$ cat src/rtl/stam_map.svh
// constants for the self-test alarm masking block
`ifndef STAM_MAP_SVH
`define STAM_MAP_SVH
`define STAM_NUM_PEERS       16
`define STAM_NUM_MINOR       9
// minor alarm bit positions
`define STAM_BIT_PORT_A      0
`define STAM_BIT_PORT_B      1
`define STAM_BIT_PORT_C      2
`define STAM_BIT_TIME        3
`define STAM_BIT_CODE        4
`define STAM_BIT_LOOP_A      5
`define STAM_BIT_LOOP_B      6
`define STAM_BIT_PEER_A      7
`define STAM_BIT_PEER_B      8
// register offsets (byte addresses)
`define STAM_OFS_ENABLE      12'h000
`define STAM_OFS_STATUS      12'h004
`define STAM_OFS_MASK        12'h008
`define STAM_OFS_OPERAND     12'h00C
`define STAM_OFS_PEER_A      12'h010
`define STAM_OFS_PEER_B      12'h014
`define STAM_OFS_MAJOR       12'h018
// reset values
`define STAM_RST_ENABLE      9'h019
`define STAM_RST_MASK        10'h000
`endif

$ cat src/rtl/stam_pkg.sv
// types for the self-test alarm masking block
package stam_pkg;
  typedef logic [8:0] stam_minor_type;
  typedef logic [9:0] stam_event_type;
endpackage : stam_pkg

$ cat src/rtl/stam_top.sv
// self-test alarm masking with apb settings, event status and interrupt
`timescale 1ns/1ps
`include "stam_map.svh"

module stam_top #(
  parameter int NUM_MAJOR = 4,
  parameter int NUM_PEERS = `STAM_NUM_PEERS
) (
  input  wire logic                 CLK_SYS,
  input  wire logic                 RST,
  input  wire logic                 PSEL,
  input  wire logic                 PENABLE,
  input  wire logic                 PWRITE,
  input  wire logic [11:0]          PADDR,
  input  wire logic [31:0]          PWDATA,
  output logic      [31:0]          PRDATA,
  output logic                      PREADY,
  output logic                      PSLVERR,
  input  wire logic                 NET_PORT_A_FAIL,
  input  wire logic                 NET_PORT_B_FAIL,
  input  wire logic                 NET_PORT_C_FAIL,
  input  wire logic                 NET_TIME_FAIL,
  input  wire logic                 TIME_CODE_FAIL,
  input  wire logic                 CHAN_A_LOOP_OPEN,
  input  wire logic                 CHAN_B_LOOP_OPEN,
  input  wire logic [NUM_PEERS-1:0] CHAN_A_PEER_N_MISSING,
  input  wire logic [NUM_PEERS-1:0] CHAN_B_PEER_N_MISSING,
  input  wire logic [NUM_MAJOR-1:0] MAJOR_FAIL,
  output logic      [8:0]           MINOR_OPERAND,
  output logic      [NUM_MAJOR-1:0] MAJOR_OPERAND,
  output logic      [NUM_PEERS-1:0] CHAN_A_PEER_OPERAND,
  output logic      [NUM_PEERS-1:0] CHAN_B_PEER_OPERAND,
  output logic                      ANY_MINOR,
  output logic                      ANY_SELF_TEST,
  output logic      [8:0]           EVENT_PULSE,
  output logic                      IRQ
);

  stam_pkg::stam_minor_type enable_r;
  stam_pkg::stam_minor_type raw_minor;
  stam_pkg::stam_minor_type gated_minor;
  stam_pkg::stam_minor_type prev_minor_r;
  stam_pkg::stam_event_type status_r;
  stam_pkg::stam_event_type mask_r;
  stam_pkg::stam_event_type status_set;
  logic [NUM_PEERS-1:0]     peer_a_r;
  logic [NUM_PEERS-1:0]     peer_b_r;
  logic                     major_any;
  logic                     major_rise;
  logic                     prev_major_r;
  logic                     wr_en;
  logic                     rd_en;
  logic                     addr_ok;
  logic [31:0]              rd_nxt;

  // per-channel peer flags held in flops so the operands come from registers
  always_ff @(posedge CLK_SYS) begin
    if (RST) begin
      peer_a_r <= '0;
      peer_b_r <= '0;
    end else begin
      peer_a_r <= CHAN_A_PEER_N_MISSING;
      peer_b_r <= CHAN_B_PEER_N_MISSING;
    end
  end

  always_comb begin
    raw_minor                   = '0;
    raw_minor[`STAM_BIT_PORT_A] = NET_PORT_A_FAIL;
    raw_minor[`STAM_BIT_PORT_B] = NET_PORT_B_FAIL;
    raw_minor[`STAM_BIT_PORT_C] = NET_PORT_C_FAIL;
    raw_minor[`STAM_BIT_TIME]   = NET_TIME_FAIL;
    raw_minor[`STAM_BIT_CODE]   = TIME_CODE_FAIL;
    raw_minor[`STAM_BIT_LOOP_A] = CHAN_A_LOOP_OPEN;
    raw_minor[`STAM_BIT_LOOP_B] = CHAN_B_LOOP_OPEN;
    raw_minor[`STAM_BIT_PEER_A] = |peer_a_r;
    raw_minor[`STAM_BIT_PEER_B] = |peer_b_r;
  end

  // one gate per alarm; a disabled alarm reaches nothing downstream, but its raw peer flags still read back at the peer registers
  genvar gi;
  generate
    for (gi = 0; gi < `STAM_NUM_MINOR; gi++) begin : g_gate
      assign gated_minor[gi] = raw_minor[gi] & enable_r[gi];
    end
  endgenerate

  // majors bypass the enables entirely
  assign major_any  = |MAJOR_FAIL;
  assign major_rise = major_any & ~prev_major_r;

  always_ff @(posedge CLK_SYS) begin
    if (RST) begin
      MINOR_OPERAND       <= '0;
      MAJOR_OPERAND       <= '0;
      CHAN_A_PEER_OPERAND <= '0;
      CHAN_B_PEER_OPERAND <= '0;
      ANY_MINOR           <= 1'b0;
      ANY_SELF_TEST       <= 1'b0;
    end else begin
      MINOR_OPERAND       <= gated_minor;
      MAJOR_OPERAND       <= MAJOR_FAIL;
      CHAN_A_PEER_OPERAND <= enable_r[`STAM_BIT_PEER_A] ? peer_a_r : '0;
      CHAN_B_PEER_OPERAND <= enable_r[`STAM_BIT_PEER_B] ? peer_b_r : '0;
      ANY_MINOR           <= |gated_minor;
      ANY_SELF_TEST       <= (|gated_minor) | major_any;
    end
  end

  // events: rising edge of each gated alarm, one pulse per onset
  always_ff @(posedge CLK_SYS) begin
    if (RST) begin
      prev_minor_r <= '0;
      prev_major_r <= 1'b0;
      EVENT_PULSE  <= '0;
    end else begin
      prev_minor_r <= gated_minor;
      prev_major_r <= major_any;
      EVENT_PULSE  <= gated_minor & ~prev_minor_r;
    end
  end

  // bit 9 of status records a major onset
  assign status_set = {major_rise, gated_minor & ~prev_minor_r};

  // apb: zero wait states, answer in the access cycle
  assign wr_en   = PSEL & PENABLE & PWRITE;
  assign rd_en   = PSEL & ~PENABLE & ~PWRITE;
  assign addr_ok = (PADDR == `STAM_OFS_ENABLE) || (PADDR == `STAM_OFS_STATUS) ||
                   (PADDR == `STAM_OFS_MASK) || (PADDR == `STAM_OFS_OPERAND) ||
                   (PADDR == `STAM_OFS_PEER_A) || (PADDR == `STAM_OFS_PEER_B) ||
                   (PADDR == `STAM_OFS_MAJOR);

  always_ff @(posedge CLK_SYS) begin
    if (RST) begin
      enable_r <= `STAM_RST_ENABLE;
      mask_r   <= `STAM_RST_MASK;
    end else if (wr_en) begin
      if (PADDR == `STAM_OFS_ENABLE) begin
        enable_r <= PWDATA[8:0];
      end
      if (PADDR == `STAM_OFS_MASK) begin
        mask_r <= PWDATA[9:0];
      end
    end
  end

  // set wins over a write-one clear in the same cycle
  always_ff @(posedge CLK_SYS) begin
    if (RST) begin
      status_r <= '0;
    end else if (wr_en && PADDR == `STAM_OFS_STATUS) begin
      status_r <= (status_r & ~PWDATA[9:0]) | status_set;
    end else begin
      status_r <= status_r | status_set;
    end
  end

  always_ff @(posedge CLK_SYS) begin
    if (RST) begin
      IRQ <= 1'b0;
    end else begin
      IRQ <= |(status_r & mask_r);
    end
  end

  always_comb begin
    rd_nxt = 32'h00000000;
    case (PADDR)
      `STAM_OFS_ENABLE:  rd_nxt[8:0] = enable_r;
      `STAM_OFS_STATUS:  rd_nxt[9:0] = status_r;
      `STAM_OFS_MASK:    rd_nxt[9:0] = mask_r;
      `STAM_OFS_OPERAND: rd_nxt[8:0] = gated_minor;
      `STAM_OFS_PEER_A:  rd_nxt[NUM_PEERS-1:0] = peer_a_r;
      `STAM_OFS_PEER_B:  rd_nxt[NUM_PEERS-1:0] = peer_b_r;
      `STAM_OFS_MAJOR:   rd_nxt[NUM_MAJOR-1:0] = MAJOR_FAIL;
      default:           rd_nxt = 32'h00000000;
    endcase
  end

  // read data captured in setup so it stands through the access cycle
  always_ff @(posedge CLK_SYS) begin
    if (RST) begin
      PRDATA  <= 32'h00000000;
      PREADY  <= 1'b0;
      PSLVERR <= 1'b0;
    end else begin
      if (rd_en) begin
        PRDATA <= rd_nxt;
      end
      PREADY  <= PSEL & ~PENABLE;
      PSLVERR <= PSEL & ~PENABLE & ~addr_ok;
    end
  end
endmodule : stam_top

$ cat config.mk
export PLATFORM = sky130hd
export DESIGN_NAME = stam_top
export DESIGN_NICKNAME = d
export VERILOG_FILES = /design/src/rtl/stam_pkg.sv /design/src/rtl/stam_top.sv
export VERILOG_INCLUDE_DIRS = /design/src /design/src/rtl
export SDC_FILE = /design/constraint.sdc
export NUM_CORES = 1
export LEC_CHECK = 0
export BUFFER_PORTS_ARGS = -buffer_cell sky130_fd_sc_hd__buf_2
export CORE_UTILIZATION = 31
export CTS_BUF_LIST = sky130_fd_sc_hd__clkbuf_16
export DETAILED_ROUTE_END_ITERATION = 8
export PLACE_DENSITY = 0.64
export SYNTH_ARGS = -nofsm -noshare
export SYNTH_HDL_FRONTEND = slang
export SYNTH_SLANG_ARGS = --single-unit
$ cat constraint.sdc
create_clock -name CLK_SYS -period 2.8 [get_ports CLK_SYS]
set_input_delay 0 -clock CLK_SYS [delete_from_list [all_inputs] [get_ports CLK_SYS]]
set_output_delay 0 -clock CLK_SYS [all_outputs]
set_load 0.03 [all_outputs]
==> results of run 1 <==
==> through the flow <==
stage	hold WS (ps)	utilization, %	setup WS [ps]
6_report	27.5	45.8	732
5_1_grt	30.6	45.8	571
4_1_cts	8.52	45.8	737
3_5_place_dp	216	37.9	671
3_3_place_gp	214	37.9	709
2_1_floorplan	84.9	-	965
==> worst max-delay path: cells and delay by family <==
kind                   cells  cell delay [ps]
AOI/OAI and AO/OA          1              340
buffers and inverters      4             2010
==> repair_timing <==
action	in CTS	in global routing
setup buffers	0	0
hold buffers	56	0
hold endpoints to repair	81	0
==> final cells by class <==
| class | count | area share (%) |
|---|---|---|
| flip-flops and latches | 137 | 38.8 |
| multi-input cells | 341 | 29.0 |
| repair buffers | 207 | 18.9 |
| clock buffers | 17 | 6.02 |
| well taps | 211 | 3.74 |
| clock inverters | 15 | 3.35 |
| inverters | 3 | 0.159 |
==> registers in the layout, summed over array words and instances, names as in the netlist <==
| name | count |
|---|---|
| enable_r | 9 |
| mask_r | 10 |
| CHAN_A_PEER_OPERAND | 16 |
| PSLVERR | 1 |
| CHAN_B_PEER_OPERAND | 16 |
| prev_minor_r | 9 |
| EVENT_PULSE | 9 |
| IRQ | 1 |
| MAJOR_OPERAND | 4 |
| PREADY | 1 |
| ANY_SELF_TEST | 1 |
| ANY_MINOR | 1 |
| status_r | 10 |
| PRDATA | 16 |
| prev_major_r | 1 |
| peer_b_r | 16 |
| peer_a_r | 16 |
==> kinds of logic after synthesis <==
| logic type | count (synthesis) | share of synthesized area [%] |
|---|---|---|
| flip-flops | 137 | 55.0 |
| AO/OA/AOI/OAI | 76 | 10.2 |
| other | 1 | 0.0752 |
| AND/OR/NAND/NOR | 221 | 24.0 |
| multiplexers | 28 | 5.77 |
| buffers and inverters | 43 | 4.95 |
==> power by group <==
part	internal, mW	leakage, nW	switching, mW	total (mW)
sequential	2.00	1.12	0.0371	2.03
combinational	0.153	1.73	0.192	0.345
clock	1.60	0.313	0.888	2.49
total	3.75	3.17	1.12	4.87
==> per-layer routing <==
metal  track usage, %  vias to the layer above  wire length, µm
met3             4.37                       19              954
li1                 -                     2126                -
met5                0                        -                0
met4             8.10                        0              303
met2             30.6                      190             6990
met1             22.9                     1951             6640
==> cells in the final DEF (no fill, tap or decap), types with 2 or more instances in the layout <==
cell	Yosys	routed
or3_1	2	2
dlygate4sd3_1	0	56
a22oi_1	10	10
a221oi_1	7	7
a31o_2	6	6
nor4_1	13	13
nor3_1	13	13
a22o_1	5	5
clkbuf_16	0	17
nand2b_1	2	2
buf_2	2	144
nor3b_1	5	5
or3b_2	2	2
mux2i_1	22	22
or2_1	2	2
bufinv_16	0	5
and3_1	2	2
a21oi_1	19	19
conb_1	1	16
nand3_1	7	7
dfxtp_1	137	137
nor2b_1	42	42
and2_1	36	36
mux2_2	6	6
a21o_1	4	4
inv_6	0	5
o22ai_1	4	4
nand4_1	4	4
clkinvlp_4	0	3
inv_1	3	3
buf_4	16	7
nor2_1	35	35
o21ai_0	12	12
nand2_1	47	47
a31oi_1	4	4
==> cell usage after synthesis (all sizes together), types with 7 or more instances <==
library cell	n	area (µm²)
nor3	14	75.1
buf	24	175
nor2	35	131
nor2b	42	263
o21ai	12	60.1
a21oi	19	95.1
mux2i	22	220
a221oi	7	61.3
dfxtp	137	2740
clkbuf	16	60.1
nand3	7	35.0
a22oi	10	75.1
nor4	14	93.8
and2	36	225
nand2	47	176
==> final timing paths <==
| kind | startpoint | end | slack (ps) | cells after the start |
|---|---|---|---|---|
| min reg2reg | prev_major_r | status_r[9] | 430 | 1 |
| min | PSEL | PSLVERR | 30 | 3 |
| max | RST | status_r[7] | 730 | 5 |
| max reg2reg | peer_a_r[11] | ANY_SELF_TEST | 940 | 5 |
==> flow_summary.yaml, run 1 <==
status:
  outcome: "complete, no violations"
sta:
  fin_skew_ps: 8.89
  hold_viol: 0
  fmaxAchievable_ghz: 0.484
  rsz0062_at_grt: "false"
  finalCritPeriodShare_pct: 73.8
  final_max_slew_viol_count: 0
  fin_tns_setup_ps: 0
  fin_crit_ps: 2070
  setup_viol: 0
  tightest_slew_ps: 974
  relSlewSlack_pct: 35.0
critical_path:
  worstSetupStartpointType: "input pin"
  arrival_ps: 2380
  timing.setup.critical_path_class: "in2reg"
  slowest_stage: "buf_4"
  slowest_delay_ps: 620
  end_kind: "flop"
  critPathMaxFanout: 63
  worst_ep_required_time_ps: 3110
  crit_chain: "dlygate4sd3_1 > buf_2 > buf_4 > inv_1 > a31o_2"
logic_synthesis:
  syn_area_per_cell_um2: 9.85
  synthArstFlopShare_pct: 0
  ys_seq_area_share_pct: 55.0
  synth_seq_cells: 137
  syn-cell-area_um2: 4980
  synth_edf_count: 0
  synth_cell_types: 47
  synth_flop_cell: "dfxtp_1"
  ys_warn_count: 0
  syn_inst: 506
route:
  final_antenna_net_count: 0
  wl_mm: 14.9
  drtIter0Drc: 262
  dr.pass1.iters: 4
  drc: 0
  routed_via_density: 4.60
  vias: 4286
  routedWlPerCell_um: 16.0
place:
  detailed_place_hpwl_mm: 10.7
  placed_area_um2: 5840
  placed_cells: 843
  gp_congestion: 0.825
  portBuffers: 144
pwr:
  p_total_mw: 4.87
  ir_worst_vdd_mv: 0.411
  leakage_nw: 3.17
  power.density_nw_per_um2: 689
finish:
  final_cells: 931
  layout.nets: 799
  multi_input_area_um2: 2050
  drive_gt1_share_pct: 28.2
  final_area_um2: 7060
  n_fill_cell: 1506
  area_growth_pct: 41.8
  seq_area_um2: 2740
  antenna_cells: 0
clock_network:
  cts_tree: "built"
  cts_buffer_depth: 2
  clock_latency_ps: 420
  cts_resized: 0
  htreeDepth: 4
  cts_num_sinks: 137
  clk_pin_slew_ps: 60
  clockRootBuffer: "clkbuf_16"
  cts_made_buffers: 17
die:
  die_h_um: 129
  fp.coreArea_um2: 15400
  die_area_um2: 16600
  num_io_pins: 183
  fp-row-count: 45
  start_util_pct: 32.3
  fp.dieW_um: 129
grt:
  grt_use_total_pct: 18.5
  antenna_found_initial: 0
  grt_max_degree: 64
  grt-ovfl-total: 0
  grt_pass1_vias: 4091
  grt_pass1_wl_mm: 22.7
hold_path:
  hp-class: "in2reg"
job:
  drv_cap: 0
Power figures use the tool's default switching activity.
==> inputs of run 2 (changes only) <==
Settings changed: PLACE_DENSITY 0.64 to 0.66.
Clock period 2.8 ns to 1.8 ns, I/O delays scaled along.
==> flow_summary.yaml, run 2 (synthesized netlist as in run 1, its figures left out) <==
place:
  gp_congestion: 0.851
  detailed_place_hpwl_mm: 11.2
  placed_area_um2: 6120
  portBuffers: 144
sta:
  fin_crit_ps: 1710
  fmaxAchievable_ghz: 0.583
  final_max_slew_viol_count: 0
  fin_tns_setup_ps: 0
  relSlewSlack_pct: 64.9
  tightest_slew_ps: 527
  setup_viol: 0
  fin_skew_ps: 8.46
  finalCritPeriodShare_pct: 95.2
  hold_viol: 0
route:
  drc: 0
  drtIter0Drc: 258
  routedWlPerCell_um: 15.7
  routed_via_density: 4.57
  final_antenna_net_count: 0
  vias: 4468
  dr.pass1.iters: 8
  wl_mm: 15.4
clock_network:
  cts_tree: "built"
  cts_num_sinks: 137
  clockRootBuffer: "clkbuf_16"
  htreeDepth: 4
  clock_latency_ps: 420
  clk_pin_slew_ps: 60
  cts_buffer_depth: 2
  cts_made_buffers: 17
critical_path:
  arrival_ps: 2020
  path_buf_inv: 1
  slowest_delay_ps: 370
  timing.setup.critical_path_class: "reg2reg"
  worst_ep_required_time_ps: 2110
  end_kind: "flop"
  worstSetupStartpointType: "flop"
  slowest_stage: "or3_1"
  critPathMaxFanout: 3
  crit_chain: "nor4_2 > buf_4 > nand4_1 > and2_4 > or3_1 > nand2b_1"
  cp_top_family: "simple AND/OR/NAND/NOR gates"
die:
  fp.coreArea_um2: 15400
  num_io_pins: 183
  fp-row-count: 45
  die_area_um2: 16600
  start_util_pct: 32.3
  die_h_um: 129
  fp.dieW_um: 129
pwr:
  leakage_nw: 3.37
  ir_worst_vdd_mv: 0.698
  power.density_nw_per_um2: 961
finish:
  layout.nets: 846
  layout.cells.most_common: "buf_2"
  seq_area_um2: 2740
  drive_gt1_share_pct: 31.2
  final_area_um2: 7350
  layout_common_cells: "144 x buf_2, 136 x dfxtp_1, 65 x dlygate4sd3_1"
  antenna_cells: 0
  area_growth_pct: 47.6
  multi_input_area_um2: 2070
  n_fill_cell: 1493
  final_util_pct: 47.7
hold_path:
  hp-class: "in2reg"
status:
  outcome: "complete, no violations"
grt:
  grt_use_total_pct: 19.0
  grt-ovfl-total: 0
  antenna_found_initial: 0
  grt_pass1_vias: 4284
  grt_max_degree: 27
  grt_pass1_wl_mm: 23.1
job:
  drv_cap: 0
run 2: cell types whose count changed in the layout (fill, tap and decap cells not counted), moves of 2 or more:
cell and delta:
buf_4 +38, bufinv_16 -3, clkinv_1 +5, clkinv_2 +2, dlygate4sd3_1 +9, inv_6 -4
nor4_1 -2, nor4_2 +2
run 2: worst reg2reg max path: cells and delay by family (launching register included):
family,cells,cell delay [ps]
AND/OR/NAND/NOR,5,1110
flip-flops,1,340
buffers and inverters,1,150
run 2: metal layers:
| layer | GRT usage, % | part of all wire [%] |
|---|---|---|
| met2 | 31.4 | 48 |
| met4 | 8.72 | 2.1 |
| met3 | 4.57 | 5.8 |
| met1 | 23.3 | 45 |
| met5 | 0 | 0 |
run 2: stage by stage:
stage,hold WS [ps],instances,power [mW],setup WS (ps)
5_1_grt,12.8,978,7.35,-14.9
4_1_cts,0.364,977,7.14,31.4
2_1_floorplan,84.9,521,3.50,-35.1
6_report,20.8,978,7.06,85.6
3_5_place_dp,215,880,3.72,-0.299
3_3_place_gp,209,880,3.72,-27.7
run 2: where the power goes:
part           leakage, nW  switching, mW  internal [mW]
logic                 1.98          0.326          0.293
clock network        0.272           1.28           2.01
registers             1.12         0.0489           3.10
run 2: cell type report:
| class | count | share of cell area, % |
|---|---|---|
| clock buffers | 17 | 5.79 |
| clock inverters | 15 | 1.82 |
| inverters | 3 | 0.153 |
| multi-input cells | 341 | 28.1 |
| flip-flops and latches | 137 | 37.3 |
| well taps | 211 | 3.59 |
| repair buffers | 254 | 23.2 |
run 2: final timing paths:
path | startpoint | end | slack, ps | depth (start not counted)
min reg2reg | prev_major_r | status_r[9] | 410 | 1
max reg2reg | peer_a_r[15] | ANY_SELF_TEST | 90 | 6
max | peer_a_r[15] | ANY_SELF_TEST | 90 | 6
min | RST | peer_a_r[14] | 20 | 2
run 2: what timing repair did:
| action | 4_1_cts | 5_1_grt |
|---|---|---|
| pin swaps | 0 | 2 |
| setup buffers | 0 | 1 |
| setup endpoints to repair | 1 | 2 |
| gates resized for setup | 2 | 2 |
| hold endpoints to repair | 82 | 0 |
| hold buffers | 65 | 0 |
==> inputs of run 3 (changes only) <==
Settings changed: CORE_MARGIN set to 5.
==> flow_summary.yaml, run 3 (synthesized netlist as in run 1, its figures left out) <==
pwr:
  switchingPower_mw: 1.70
  seq_power_share_pct: 43.6
  switching_share_pct: 23.4
  leakage_nw: 3.30
  p_int_mw: 5.56
  power.density_nw_per_um2: 996
  comb_power_share_pct: 8.1
  pwr-share-clk_pct: 48.3
  ir_worst_vdd_mv: 0.650
grt:
  grt-ovfl-total: 0
  grt_use_total_pct: 16.6
  antenna_found_initial: 0
  grt_pass1_wl_mm: 23.4
  grt_max_degree: 34
  grt_pass1_vias: 4408
finish:
  multi_input_area_um2: 2110
  area_growth_pct: 46.1
  n_fill_cell: 1524
  antenna_cells: 0
  final_area_um2: 7280
  seq_area_um2: 2740
  drive_gt1_share_pct: 31.8
  layout.cells.most_common: "buf_2"
  layout.nets: 828
  layout_common_cells: "144 x buf_2, 137 x dfxtp_1, 56 x dlygate4sd3_1"
die:
  num_io_pins: 183
  start_util_pct: 31.5
  fp-row-count: 46
  die_area_um2: 18700
  fp.coreArea_um2: 15800
  fp.dieW_um: 137
  die_h_um: 137
route:
  wl_mm: 15.5
  drtIter0Drc: 261
  route.top_layer_used: "met4"
  routed_via_density: 4.57
  wl_met1_mm: 6.63
  routedWlPerCell_um: 16.1
  vias: 4413
  drc: 0
  met2_length_mm: 7.29
  met3_length_mm: 1.28
  final_antenna_net_count: 0
  dr.pass1.iters: 5
critical_path:
  path_buf_inv: 0
  slowest_delay_ps: 360
  worstSetupStartpointType: "flop"
  worstReg2RegStart: "peer_b_r[12]"
  slowest_stage: "or3_1"
  timing.setup.critical_path_class: "reg2reg"
  critPathMaxFanout: 3
  end_kind: "flop"
  crit_path_start: "peer_b_r[12]"
  cp_top_family: "simple AND/OR/NAND/NOR gates"
  crit_chain: "nor4_2 > nand4_1 > and2_4 > or3_1 > nand2b_1"
  worst_ep_required_time_ps: 2110
  arrival_ps: 2000
status:
  outcome: "complete, no violations"
sta:
  final_max_slew_viol_count: 0
  fin_tns_setup_ps: 0
  hold_viol: 0
  relSlewSlack_pct: 64.3
  fin_skew_ps: 14.2
  setup_viol: 0
  fmaxAchievable_ghz: 0.592
  rsz0062_at_grt: "false"
  tightest_slew_ps: 534
  finalCritPeriodShare_pct: 93.8
  fin_crit_ps: 1690
  whs_ps: 48.7
clock_network:
  htreeDepth: 4
  clk_pin_slew_ps: 60
  cts_buffer_depth: 2
  clockRootBuffer: "clkbuf_16"
  cts_tree: "built"
  cts_made_buffers: 17
  clock_latency_ps: 420
  cts_num_sinks: 137
place:
  detailed_place_hpwl_mm: 11.6
  gp_congestion: 0.895
  placed_area_um2: 6060
  portBuffers: 144
hold_path:
  hp-class: "in2reg"
  min_from: "PSEL"
job:
  drv_cap: 0
-- run 3: cell types whose count changed in the layout (fill, tap and decap cells not counted), sizes merged --
cell         previous run  this run
buf                   189       180
inv                     5         7
dlygate4sd3            65        56
bufinv                  2         3
clkinv                  9         6
-- run 3: final cells by class --
| class | count | area share [%] |
|---|---|---|
| Clock buffer | 17 | 5.84 |
| Clock inverter | 15 | 2.41 |
| Inverter | 3 | 0.155 |
| Multi-Input combinational cell | 341 | 28.9 |
| Sequential cell | 137 | 37.7 |
| Tap cell | 216 | 3.71 |
| Timing Repair Buffer | 236 | 21.3 |
-- run 3: tightest hold or removal path: cells and delay by family --
family	cells	cell delay [ps]
buf+inv	1	110
compound gates	1	130
simple gates	1	160
-- run 3: path summary, 6_finish.rpt --
path | slack (ps) | depth (start not counted) | endpoint
worst max register to register | 110 | 5 | ANY_SELF_TEST
worst min register to register | 440 | 1 | status_r[9]
worst min-delay path | 50 | 3 | PSLVERR
worst max-delay path | 110 | 5 | ANY_SELF_TEST
-- run 3: repair_timing --
item / CTS / global route
setup buffers: 0 / 1
resized for setup: 1 / 8
hold buffers: 56 / 0
pin swaps: 0 / 1
setup endpoints to repair: 1 / 2
hold endpoints to repair: 82 / 0
-- run 3: power groups by stage --
stage / Combinational, mW / Clock, mW / Sequential, mW
after floorplan: 0.251 / 0 / 3.25
after global placement: 0.477 / 0 / 3.22
after detailed placement: 0.477 / 0 / 3.22
after CTS: 0.578 / 3.58 / 3.15
after global routing: 0.632 / 3.71 / 3.17
final: 0.586 / 3.51 / 3.16
-- run 3: layer usage --
| metal | vias up | track usage, % |
|---|---|---|
| met3 | 25 | 4.08 |
| met5 | - | 0 |
| li1 | 2190 | - |
| met4 | 0 | 6.71 |
| met2 | 163 | 27.1 |
| met1 | 2035 | 21.2 |
-- run 3: metrics by stage --
| stage | cells | setup WS (ps) | total power [mW] | util, % |
|---|---|---|---|---|
| after floorplan | 521 | -35.1 | 3.50 | - |
| after global placement | 876 | -5.28 | 3.70 | 38.3 |
| after detailed placement | 876 | -17.4 | 3.70 | 38.3 |
| after CTS | 964 | 24.8 | 7.31 | 45.7 |
| after global routing | 965 | 9.02 | 7.51 | 46.0 |
| final | 965 | 111 | 7.25 | 46.0 |
